<file path="src/hwj_pkg.sv">
package hwj_pkg;

	// block dimensions
	localparam int NUM_HW   = 3;
	localparam int NUM_AXES = 32;
	localparam int MAG_W    = 16;
	localparam int MAX_AXES_PER_HW = 3;

	// 1-pulse magnification limits
	localparam logic [15:0] MAG_MIN = 16'h0001;
	localparam logic [15:0] MAG_MAX = 16'h2710;

	// smoothing magnification limit
	localparam logic [5:0] SMOOTH_MAX = 6'h3B;

	// default torque limit in percent, and the minor error code for a refused enable
	localparam logic [15:0] TORQUE_DEFAULT = 16'h012C;
	localparam logic [15:0] MINOR_CODE     = 16'h00D6;

	// timing: one smoothing base step, counted in clock cycles
	localparam real CLK_PERIOD_NS      = 10.0;
	localparam real SMOOTH_BASE_MS     = 56.8;
	localparam int  SMOOTH_BASE_CYCLES = int'(SMOOTH_BASE_MS * 1.0e6 / CLK_PERIOD_NS);

	// register byte offsets
	localparam logic [11:0] OFS_ENABLE    = 12'h000;
	localparam logic [11:0] OFS_ERR_FLAG  = 12'h004;
	localparam logic [11:0] OFS_MINOR     = 12'h008;
	localparam logic [11:0] OFS_ACCEPT    = 12'h00C;
	localparam logic [11:0] OFS_TORQUE    = 12'h010;
	localparam logic [11:0] OFS_SEL0      = 12'h014;
	localparam logic [11:0] OFS_SMOOTH0   = 12'h020;
	localparam logic [11:0] OFS_ERRST0    = 12'h02C;
	localparam logic [11:0] OFS_MINCODE   = 12'h038;
	localparam logic [11:0] OFS_MAG0      = 12'h080;
	localparam logic [11:0] OFS_MAG_LAST  = 12'h0FC;

	// field positions
	localparam int TORQUE_GIVEN_BIT = 16;
	localparam int MAG_EFF_LSB      = 16;

	// axi responses
	localparam logic [1:0] RESP_OKAY   = 2'h0;
	localparam logic [1:0] RESP_SLVERR = 2'h2;

	// handwheel channel mode
	typedef enum logic [1:0] {HWJ_IDLE, HWJ_RUN, HWJ_DECEL} hwj_mode_t;

	// complete state of the control block
	typedef struct packed {
		logic [2:0]              p_s1;      // pulse synchroniser stage 1
		logic [2:0]              p_s2;      // pulse synchroniser stage 2
		logic [2:0]              p_s3;      // previous synced pulse
		logic [2:0]              d_s1;      // direction synchroniser stage 1
		logic [2:0]              d_s2;      // direction synchroniser stage 2
		logic [2:0]              en;        // enable flags
		logic [2:0]              en_prev;   // enable flags one cycle ago
		logic [2:0][31:0]        sel;       // axis-select words
		logic [2:0][5:0]         smooth;    // smoothing magnification
		logic [31:0][15:0]       mag;       // programmed magnification
		logic [31:0][15:0]       eff;       // magnification in use
		hwj_mode_t [2:0]         mode;      // channel mode
		logic [2:0][31:0]        owned;     // axes driven per channel
		logic [2:0][6:0]         cnt;       // deceleration base steps left
		logic                    err_flag;  // axis-setting error flag
		logic [2:0][31:0]        err_store; // axis-setting error words
		logic [31:0]             minor;     // minor error per axis
		logic                    tq_given;  // torque limit supplied
		logic [15:0]             tq_val;    // supplied torque limit
		logic [15:0]             tq_out;    // torque limit in force
		logic [31:0]             step;      // step pulses to axes
		logic [31:0]             dirv;      // step directions
		logic                    aw_ok;     // write address held
		logic [11:0]             aw_addr;
		logic                    w_ok;      // write data held
		logic [31:0]             wdata;
		logic [3:0]              wstrb;
		logic                    bvalid;
		logic [1:0]              bresp;
		logic                    rvalid;
		logic [31:0]             rdata;
		logic [1:0]              rresp;
	} hwj_state_t;

	localparam hwj_state_t HWJ_STATE_RST = '0;

	// base-step divider state
	typedef struct packed {
		logic [22:0] cnt;
		logic        tick;
	} hwj_div_t;

	localparam hwj_div_t HWJ_DIV_RST = '0;

endpackage

</file>
<file path="src/hwj_tick_div.sv">
`timescale 1ns/1ps
module hwj_tick_div import hwj_pkg::*; #(
	parameter int unsigned PERIOD = SMOOTH_BASE_CYCLES
) (
	// clock and reset
	input  wire logic aclk,
	input  wire logic aresetn,
	// one-cycle pulse per base step
	output logic      tick
);

	hwj_div_t st;       // registered state
	hwj_div_t next_st;  // next state

	// count down one base step, pulse at wrap
	always_comb begin
		next_st      = st;
		next_st.tick = 1'b0;
		if (st.cnt == 23'h000000) begin
			next_st.cnt  = 23'(PERIOD - 1);
			next_st.tick = 1'b1;
		end else begin
			next_st.cnt = st.cnt - 23'h000001;
		end
	end

	// state register
	always_ff @(posedge aclk) begin
		if (!aresetn) begin
			st <= HWJ_DIV_RST;
		end else begin
			st <= next_st;
		end
	end

	assign tick = st.tick;
endmodule

</file>
<file path="src/hwj_axis_jog.sv">
// Register access over AXI4-Lite and the register offsets were decided locally.
`timescale 1ns/1ps
// Summary of operation
// - decel time is (smoothing plus one) times 56.8ms
// - smoothing setting 0 to 59 per handwheel
// - bad magnification flagged, replaced by one
// - smoothing time stays within 56.8 to 3408ms
// - only first three selected axes are driven
// - empty selection means no motion
// - start-accept high while axis is handwheel-driven
// - reject start requests on handwheel-driven axes
// - torque limit 300 percent unless given
// - busy axis gets error 214, ignored
// - after stop, new enable edge is accepted
// - second handwheel on claimed axis: error 214
// - re-enable during deceleration: error 214
// - other axes during deceleration: setting error
module hwj_axis_jog import hwj_pkg::*; #(
	parameter int unsigned BASE_TICK_CYCLES = SMOOTH_BASE_CYCLES
) (
	// clock and reset
	input  wire logic        aclk,
	input  wire logic        aresetn,
	// axi4-lite write address and data
	input  wire logic        s_axi_awvalid,
	output logic             s_axi_awready,
	input  wire logic [11:0] s_axi_awaddr,
	input  wire logic        s_axi_wvalid,
	output logic             s_axi_wready,
	input  wire logic [31:0] s_axi_wdata,
	input  wire logic [3:0]  s_axi_wstrb,
	// axi4-lite write response
	output logic             s_axi_bvalid,
	input  wire logic        s_axi_bready,
	output logic [1:0]       s_axi_bresp,
	// axi4-lite read
	input  wire logic        s_axi_arvalid,
	output logic             s_axi_arready,
	input  wire logic [11:0] s_axi_araddr,
	output logic             s_axi_rvalid,
	input  wire logic        s_axi_rready,
	output logic [31:0]      s_axi_rdata,
	output logic [1:0]       s_axi_rresp,
	// handwheel pins
	input  wire logic [2:0]  hw_pulse,
	input  wire logic [2:0]  hw_dir,
	// axis status and start requests from the positioning logic
	input  wire logic [31:0] axis_busy,
	input  wire logic [31:0] start_req,
	output logic [31:0]      start_ok,
	// axis outputs
	output logic [31:0]      start_accept,
	output logic [31:0]      hw_step,
	output logic [31:0]      hw_step_dir,
	output logic [15:0]      torque_limit
);

	hwj_state_t  st;        // registered state
	hwj_state_t  next_st;   // next state
	logic        tick;      // one pulse per smoothing base step
	logic [2:0]  rise_v;    // enable rising edges
	logic        eff_ok;    // helper: magnifications in use are legal

	// first three set bits, lowest first
	function automatic logic [31:0] first3(input logic [31:0] w);
		logic [31:0] r;
		int          n;
		r = '0;
		n = 0;
		for (int i = 0; i < NUM_AXES; i++) begin
			if (w[i] && n < MAX_AXES_PER_HW) begin
				r[i] = 1'b1;
				n++;
			end
		end
		return r;
	endfunction

	// byte-lane merge of a write
	function automatic logic [31:0] wmerge(input logic [31:0] old, input logic [31:0] d,
		input logic [3:0] s);
		logic [31:0] r;
		r = old;
		for (int b = 0; b < 4; b++) begin
			if (s[b]) begin
				r[b*8 +: 8] = d[b*8 +: 8];
			end
		end
		return r;
	endfunction

	// smoothing base-step divider
	hwj_tick_div #(
		.PERIOD (BASE_TICK_CYCLES)
	) u_div (
		.aclk    (aclk),
		.aresetn (aresetn),
		.tick    (tick)
	);

	// edges of the enable flags, one compare per cycle
	assign rise_v = st.en & ~st.en_prev;

	// next-state logic: bus first, hardware sets last so sets win
	always_comb begin
		logic [31:0] claimed;
		logic [31:0] m;
		logic [31:0] take;
		logic [31:0] wv;
		logic [11:0] wa;
		logic        fall;
		int          h;
		claimed = '0;
		m       = '0;
		take    = '0;
		wv      = '0;
		wa      = '0;
		fall    = 1'b0;
		h       = 0;
		next_st = st;
		// pin synchronisers
		next_st.p_s1    = hw_pulse;
		next_st.p_s2    = st.p_s1;
		next_st.p_s3    = st.p_s2;
		next_st.d_s1    = hw_dir;
		next_st.d_s2    = st.d_s1;
		next_st.en_prev = st.en;
		next_st.step    = '0;

		// write channel: take address and data in either order
		if (s_axi_awvalid && !st.aw_ok && !st.bvalid) begin
			next_st.aw_ok   = 1'b1;
			next_st.aw_addr = s_axi_awaddr;
		end
		if (s_axi_wvalid && !st.w_ok && !st.bvalid) begin
			next_st.w_ok  = 1'b1;
			next_st.wdata = s_axi_wdata;
			next_st.wstrb = s_axi_wstrb;
		end
		if (st.bvalid && s_axi_bready) begin
			next_st.bvalid = 1'b0;
		end
		// perform the write once both halves are held
		if (st.aw_ok && st.w_ok && !st.bvalid) begin
			next_st.aw_ok  = 1'b0;
			next_st.w_ok   = 1'b0;
			next_st.bvalid = 1'b1;
			next_st.bresp  = RESP_OKAY;
			wa             = {st.aw_addr[11:2], 2'b00};
			if (wa == OFS_ENABLE) begin
				wv         = wmerge({29'h0, st.en}, st.wdata, st.wstrb);
				next_st.en = wv[2:0];
			end else if (wa == OFS_ERR_FLAG) begin
				// write one to clear
				wv = wmerge(32'h0, st.wdata, st.wstrb);
				if (wv[0]) begin
					next_st.err_flag = 1'b0;
				end
			end else if (wa == OFS_MINOR) begin
				wv            = wmerge(32'h0, st.wdata, st.wstrb);
				next_st.minor = st.minor & ~wv;
			end else if (wa == OFS_TORQUE) begin
				// torque limit change request
				wv               = wmerge({15'h0, st.tq_given, st.tq_val}, st.wdata, st.wstrb);
				next_st.tq_given = wv[TORQUE_GIVEN_BIT];
				next_st.tq_val   = wv[15:0];
			end else if (wa >= OFS_SEL0 && wa < OFS_SMOOTH0) begin
				h              = int'((wa - OFS_SEL0) >> 2);
				next_st.sel[h] = wmerge(st.sel[h], st.wdata, st.wstrb);
			end else if (wa >= OFS_SMOOTH0 && wa < OFS_ERRST0) begin
				// out-of-range settings are held at the top of the range
				h  = int'((wa - OFS_SMOOTH0) >> 2);
				wv = wmerge({26'h0, st.smooth[h]}, st.wdata, st.wstrb);
				if (wv > {26'h0, SMOOTH_MAX}) begin
					next_st.smooth[h] = SMOOTH_MAX;
				end else begin
					next_st.smooth[h] = wv[5:0];
				end
			end else if (wa >= OFS_ERRST0 && wa < OFS_MINCODE) begin
				h                    = int'((wa - OFS_ERRST0) >> 2);
				wv                   = wmerge(32'h0, st.wdata, st.wstrb);
				next_st.err_store[h] = st.err_store[h] & ~wv;
			end else if (wa >= OFS_MAG0 && wa <= OFS_MAG_LAST) begin
				h              = int'(wa[6:2]);
				wv             = wmerge({16'h0, st.mag[h]}, st.wdata, st.wstrb);
				next_st.mag[h] = wv[15:0];
			end else if (wa != OFS_ACCEPT && wa != OFS_MINCODE) begin
				next_st.bresp = RESP_SLVERR;
			end
		end

		// read channel
		if (st.rvalid && s_axi_rready) begin
			next_st.rvalid = 1'b0;
		end
		if (s_axi_arvalid && !st.rvalid) begin
			next_st.rvalid = 1'b1;
			next_st.rresp  = RESP_OKAY;
			next_st.rdata  = '0;
			wa             = {s_axi_araddr[11:2], 2'b00};
			if (wa == OFS_ENABLE) begin
				next_st.rdata = {29'h0, st.en};
			end else if (wa == OFS_ERR_FLAG) begin
				next_st.rdata = {31'h0, st.err_flag};
			end else if (wa == OFS_MINOR) begin
				next_st.rdata = st.minor;
			end else if (wa == OFS_ACCEPT) begin
				next_st.rdata = st.owned[0] | st.owned[1] | st.owned[2];
			end else if (wa == OFS_TORQUE) begin
				next_st.rdata = {15'h0, st.tq_given, st.tq_val};
			end else if (wa >= OFS_SEL0 && wa < OFS_SMOOTH0) begin
				next_st.rdata = st.sel[int'((wa - OFS_SEL0) >> 2)];
			end else if (wa >= OFS_SMOOTH0 && wa < OFS_ERRST0) begin
				next_st.rdata = {26'h0, st.smooth[int'((wa - OFS_SMOOTH0) >> 2)]};
			end else if (wa >= OFS_ERRST0 && wa < OFS_MINCODE) begin
				next_st.rdata = st.err_store[int'((wa - OFS_ERRST0) >> 2)];
			end else if (wa == OFS_MINCODE) begin
				next_st.rdata = {16'h0, MINOR_CODE};
			end else if (wa >= OFS_MAG0 && wa <= OFS_MAG_LAST) begin
				next_st.rdata = {st.eff[int'(wa[6:2])], st.mag[int'(wa[6:2])]};
			end else begin
				next_st.rresp = RESP_SLVERR;
			end
		end

		// handwheel channels; a lower channel claims first in a tie
		claimed = st.owned[0] | st.owned[1] | st.owned[2];
		for (int c = 0; c < NUM_HW; c++) begin
			m    = first3(st.sel[c]);
			fall = st.en_prev[c] & ~st.en[c];
			case (st.mode[c])
				HWJ_IDLE: begin
					// an empty selection starts nothing
					if (rise_v[c] && m != 32'h0) begin
						take          = m & ~axis_busy & ~claimed;
						next_st.minor = next_st.minor | (m & (axis_busy | claimed));
						for (int a = 0; a < NUM_AXES; a++) begin
							if (take[a]) begin
								if (st.mag[a] < MAG_MIN || st.mag[a] > MAG_MAX) begin
									next_st.eff[a]          = MAG_MIN;
									next_st.err_store[c][a] = 1'b1;
									next_st.err_flag        = 1'b1;
								end else begin
									next_st.eff[a] = st.mag[a];
								end
							end
						end
						next_st.owned[c] = take;
						claimed          = claimed | take;
						if (take != 32'h0) begin
							next_st.mode[c] = HWJ_RUN;
						end
					end
				end
				HWJ_RUN: begin
					// each rising edge of the synced pulse steps every driven axis
					if (st.p_s2[c] && !st.p_s3[c]) begin
						next_st.step = next_st.step | st.owned[c];
						next_st.dirv = (st.dirv & ~st.owned[c]) | ({32{st.d_s2[c]}} & st.owned[c]);
					end
					if (fall) begin
						next_st.mode[c] = HWJ_DECEL;
						next_st.cnt[c]  = 7'(st.smooth[c]) + 7'h01;
					end
				end
				HWJ_DECEL: begin
					if (rise_v[c]) begin
						// same axes: minor error; other axes: setting error
						next_st.minor = next_st.minor | (m & st.owned[c]);
						if ((m & ~st.owned[c]) != 32'h0) begin
							next_st.err_store[c] = next_st.err_store[c] | (m & ~st.owned[c]);
							next_st.err_flag     = 1'b1;
						end
					end
					if (tick) begin
						next_st.cnt[c] = st.cnt[c] - 7'h01;
						if (st.cnt[c] <= 7'h01) begin
							next_st.mode[c]  = HWJ_IDLE;
							next_st.owned[c] = '0;
						end
					end
				end
				default: begin
					next_st.mode[c]  = HWJ_IDLE;
					next_st.owned[c] = '0;
				end
			endcase
		end

		// torque limit in force during handwheel operation
		next_st.tq_out = st.tq_given ? st.tq_val : TORQUE_DEFAULT;
	end

	// state register
	always_ff @(posedge aclk) begin
		if (!aresetn) begin
			st <= HWJ_STATE_RST;
		end else begin
			st <= next_st;
		end
	end

	// outputs
	assign s_axi_awready = !st.aw_ok && !st.bvalid;
	assign s_axi_wready  = !st.w_ok && !st.bvalid;
	assign s_axi_bvalid  = st.bvalid;
	assign s_axi_bresp   = st.bresp;
	assign s_axi_arready = !st.rvalid;
	assign s_axi_rvalid  = st.rvalid;
	assign s_axi_rdata   = st.rdata;
	assign s_axi_rresp   = st.rresp;
	assign start_accept  = st.owned[0] | st.owned[1] | st.owned[2];
	assign start_ok      = start_req & ~start_accept;
	assign hw_step       = st.step;
	assign hw_step_dir   = st.dirv;
	assign torque_limit  = st.tq_out;

	// helper: every driven axis uses a legal magnification
	always_comb begin
		eff_ok = 1'b1;
		for (int a = 0; a < NUM_AXES; a++) begin
			if (start_accept[a] && (st.eff[a] < MAG_MIN || st.eff[a] > MAG_MAX)) begin
				eff_ok = 1'b0;
			end
		end
	end
endmodule

</file>
<file path="config.mk">
export PLATFORM = sky130hd
export DESIGN_NAME = hwj_axis_jog
export DESIGN_NICKNAME = d
export VERILOG_FILES = /design/src/hwj_pkg.sv /design/src/hwj_tick_div.sv /design/src/hwj_axis_jog.sv
export SDC_FILE = /design/constraint.sdc
export NUM_CORES = 2
export LEC_CHECK = 0
export ABC_AREA = 1
export BUFFER_PORTS_ARGS = -buffer_cell sky130_fd_sc_hd__buf_2
export CAP_MARGIN = 20
export CORE_UTILIZATION = 30
export DETAILED_ROUTE_END_ITERATION = 16
export PLACE_DENSITY = 0.43
export RECOVER_POWER = 25
export SLEW_MARGIN = 20
export SYNTH_ARGS = -nofsm -noshare
export SYNTH_HDL_FRONTEND = slang
export SYNTH_SLANG_ARGS = --single-unit
</file>
<file path="constraint.sdc">
create_clock -name aclk -period 59.6 [get_ports aclk]
set_input_delay 14.9 -clock aclk [delete_from_list [all_inputs] [get_ports aclk]]
set_output_delay 14.9 -clock aclk [all_outputs]
set_load 0.005 [all_outputs]
</file>
==> results.yml <==
sta:
  worst_slew_pin_slew_ps: 6100
  finalClockSkew_ps: 82.3
  final_hold_viol_count: 0
  grt_setup_unrepaired: "no"
  drv_slew: 684
  relSlewSlack_pct: -307
  fin_tns_setup_ps: 0
  fin_crit_sh_pct: 62.3
  period_needed_ps: 37120
  setup_viol: 0
  fmax_mhz: 26.9
final_layout:
  syn_to_final_growth_pct: 11.4
  final_nets: 14530
  layout_commonest_cell: "o21ai_0"
  fill_cells: 35597
  fin_area_sq_um: 107000
  final_cell_mix: "o21ai_0 (2164), a21oi_1 (2021), inv_1 (1975)"
  drive_gt1_share_pct: 9.36
global_routing:
  grt_pass1_vias: 95836
  grt_max_degree: 151
  grt-ovfl-total: 0
  antenna_found_initial: 50
  grt_util_all_layers_pct: 33.5
  grt_pass1_wl_mm: 771
clocking:
  clock_insertion_delay_worst_skew_ps: 960
  cts.repair.resized: 0
  cts_hold_buf: 0
  cts_tree: "done"
  htree_levels: 4
  cts_root_buffer: "clkbuf_16"
  cts.sinks: 1616
  cts_buffer_depth: 4
  numCtsBuffers: 208
  path_clk_slew_ps: 60
  cts_setup_buffers: 0
synth:
  ys_ff_latch: 1616
  synth_area_sq_um: 95900
  synth_cell_types: 88
  synthFlopType: "dfxtp_1"
  yosysWarningCount: 0
  synth_edf_count: 0
  ys_seq_area_share_pct: 33.7
  avgSynthCellArea_sq_um: 6.60
  async_flop_share_pct: 0
  syn_inst: 14536
worst_setup_path:
  crit_top_cell: "inv_1"
  cp.buffers_inverters: 58
  startpoint_type: "flop"
  cp_top_family: "simple AND/OR/NAND/NOR gates"
  reg2reg_slack_ps: 22480
  path_class: "flop to flop"
  cp_max_fo: 35
  cpPeakStageDelay_ps: 870
  endpoint_kind: "flop"
  slowest_stage: "o21ai_2"
  worstPathRequired_ps: 60370
  arrival_ps: 37890
pwr:
  static-leakage-power_nw: 46.1
  powerDensity_nw_per_um2: 25.8
  worst_ir_drop_vdd_uv: 21.9
  power_mw: 2.75
place:
  dpl-instance-area_sq_um: 100000
  routabilityCongestion: 1.04
  hpwl_mm: 417
  portBuffers: 315
route:
  viasPerCell: 5.67
  route.detailed.drc: 0
  vias: 105666
  wl_per_cell_um: 30.3
  first_pass_iters: 6
  drt_iter0_markers: 12924
  drt.antenna.violating_nets: 0
  drt_wl_total_mm: 564
die:
  die_h_um: 567
  die_w_um: 567
  start_util_pct: 30.2
  die_area_sq_um: 322000
  num_io_pins: 322
  rows: 207
  coreArea_sq_um: 318000
status:
  violations: "max-capacitance violations, max-slew violations"
  status: "finished, violations left"
hold_path:
  hp-class: "flop to flop"
job:
  cap_viol_max_count: 11
## layout make-up
| type | count | area, sq um | area share (%) |
|---|---|---|---|
| Sequential cell | 1616 | 32400 | 30.3 |
| Timing Repair Buffer | 604 | 3750 | 3.51 |
| Inverter | 2045 | 7730 | 7.24 |
| Tap cell | 4180 | 5230 | 4.90 |
| Antenna cell | 19 | 47.5 | 0.0445 |
| Multi-Input combinational cell | 9798 | 50900 | 47.7 |
| Clock inverter | 69 | 718 | 0.672 |
| Clock buffer | 305 | 6070 | 5.68 |
## logic make-up after synthesis
group                    count (synthesis)  synth area share [%]
AO/OA/AOI/OAI                         5129                  29.5
AND/OR/NAND/NOR                       4508                  21.1
buffers and inverters                 3125                  13.7
flip-flops                            1616                  33.7
adder cells (fa/ha/maj)                120                  1.59
XOR/XNOR                                26                 0.273
multiplexers                            10                 0.104
other                                    2               0.00783
## metrics by stage
stage	util, %	cells	setup WS [ps]	hold WS (ps)
after CTS	33.6	18614	24350	421
after floorplan	-	14539	29670	390
final	33.6	18636	22480	420
after global placement	31.4	18237	24270	410
after global routing	33.6	18624	21200	437
after detailed placement	31.4	18240	24560	405
## flip-flops by register name, indices dropped and copies added (netlist names), named ones only
signal and cells:
hw_step 32, s_axi_rvalid 1, u_div.st 23, st 1464
torque_limit 16, u_div.tick 1, s_axi_bvalid 1, s_axi_rdata 32
s_axi_bresp 1, s_axi_rresp 1, next_st 12
## where the power goes
part	switching (mW)	internal, mW
sequential	0.0126	1.09
combinational	0.274	0.0702
clock	0.559	0.747
total	0.846	1.91
## routing by layer
layer / track usage (%) / wire [um]
met1: 44.1 / 235000
met2: 49.2 / 232000
met3: 6.86 / 53100
met4: 22.4 / 43700
met5: 0 / 146
## cells in the mapped netlist, types with 27 or more instances
master / instances / area share (%)
a211oi_1: 34 / 0.27
a21oi_1: 2021 / 11
a21oi_2: 43 / 0.39
a221oi_1: 39 / 0.36
a22oi_1: 40 / 0.31
a31oi_1: 123 / 0.80
a32o_1: 45 / 0.47
a41oi_1: 40 / 0.37
buf_1: 99 / 0.39
buf_2: 27 / 0.14
buf_4: 124 / 0.97
buf_6: 59 / 0.69
clkbuf_1: 727 / 2.8
clkbuf_8: 35 / 0.50
dfxtp_1: 1616 / 34
ha_1: 117 / 1.5
inv_1: 1986 / 7.8
nand2_1: 1769 / 6.9
nand2_2: 99 / 0.65
nand3_1: 653 / 3.4
nand3_2: 64 / 0.67
nand4_1: 150 / 0.98
nor2_1: 1247 / 4.9
nor3_1: 204 / 1.1
nor4_1: 137 / 0.89
o2111ai_1: 28 / 0.26
o211ai_1: 71 / 0.56
o21ai_0: 2168 / 11
o21ai_1: 79 / 0.41
o221ai_1: 109 / 1.0
o22ai_1: 47 / 0.31
o311ai_0: 35 / 0.32
o31ai_1: 43 / 0.34
or2_2: 57 / 0.37
## worst paths after layout
check | startpoint | to | cells after the start
min reg2reg | next_st[1591]$_SDFF_PN0_ | next_st[1588]$_SDFF_PN0_ | 2
min | next_st[1591]$_SDFF_PN0_ | next_st[1588]$_SDFF_PN0_ | 2
max reg2reg | st[1544]$_SDFFE_PN0P_ | st[814]$_SDFF_PN0_ | 178
max | st[1544]$_SDFFE_PN0P_ | st[814]$_SDFF_PN0_ | 178
## worst register-to-register path: cells and delay by family, from the launching register on
kind,cells,cell delay (ps)
AND/OR/NAND/NOR,84,17150
AO/OA/AOI/OAI,4,1980
flip-flops,1,610
buffers and inverters,58,11340
XOR/XNOR,2,560
adder cells (fa/ha/maj),30,5290
Note: power is estimated with default switching activity, not from simulation.
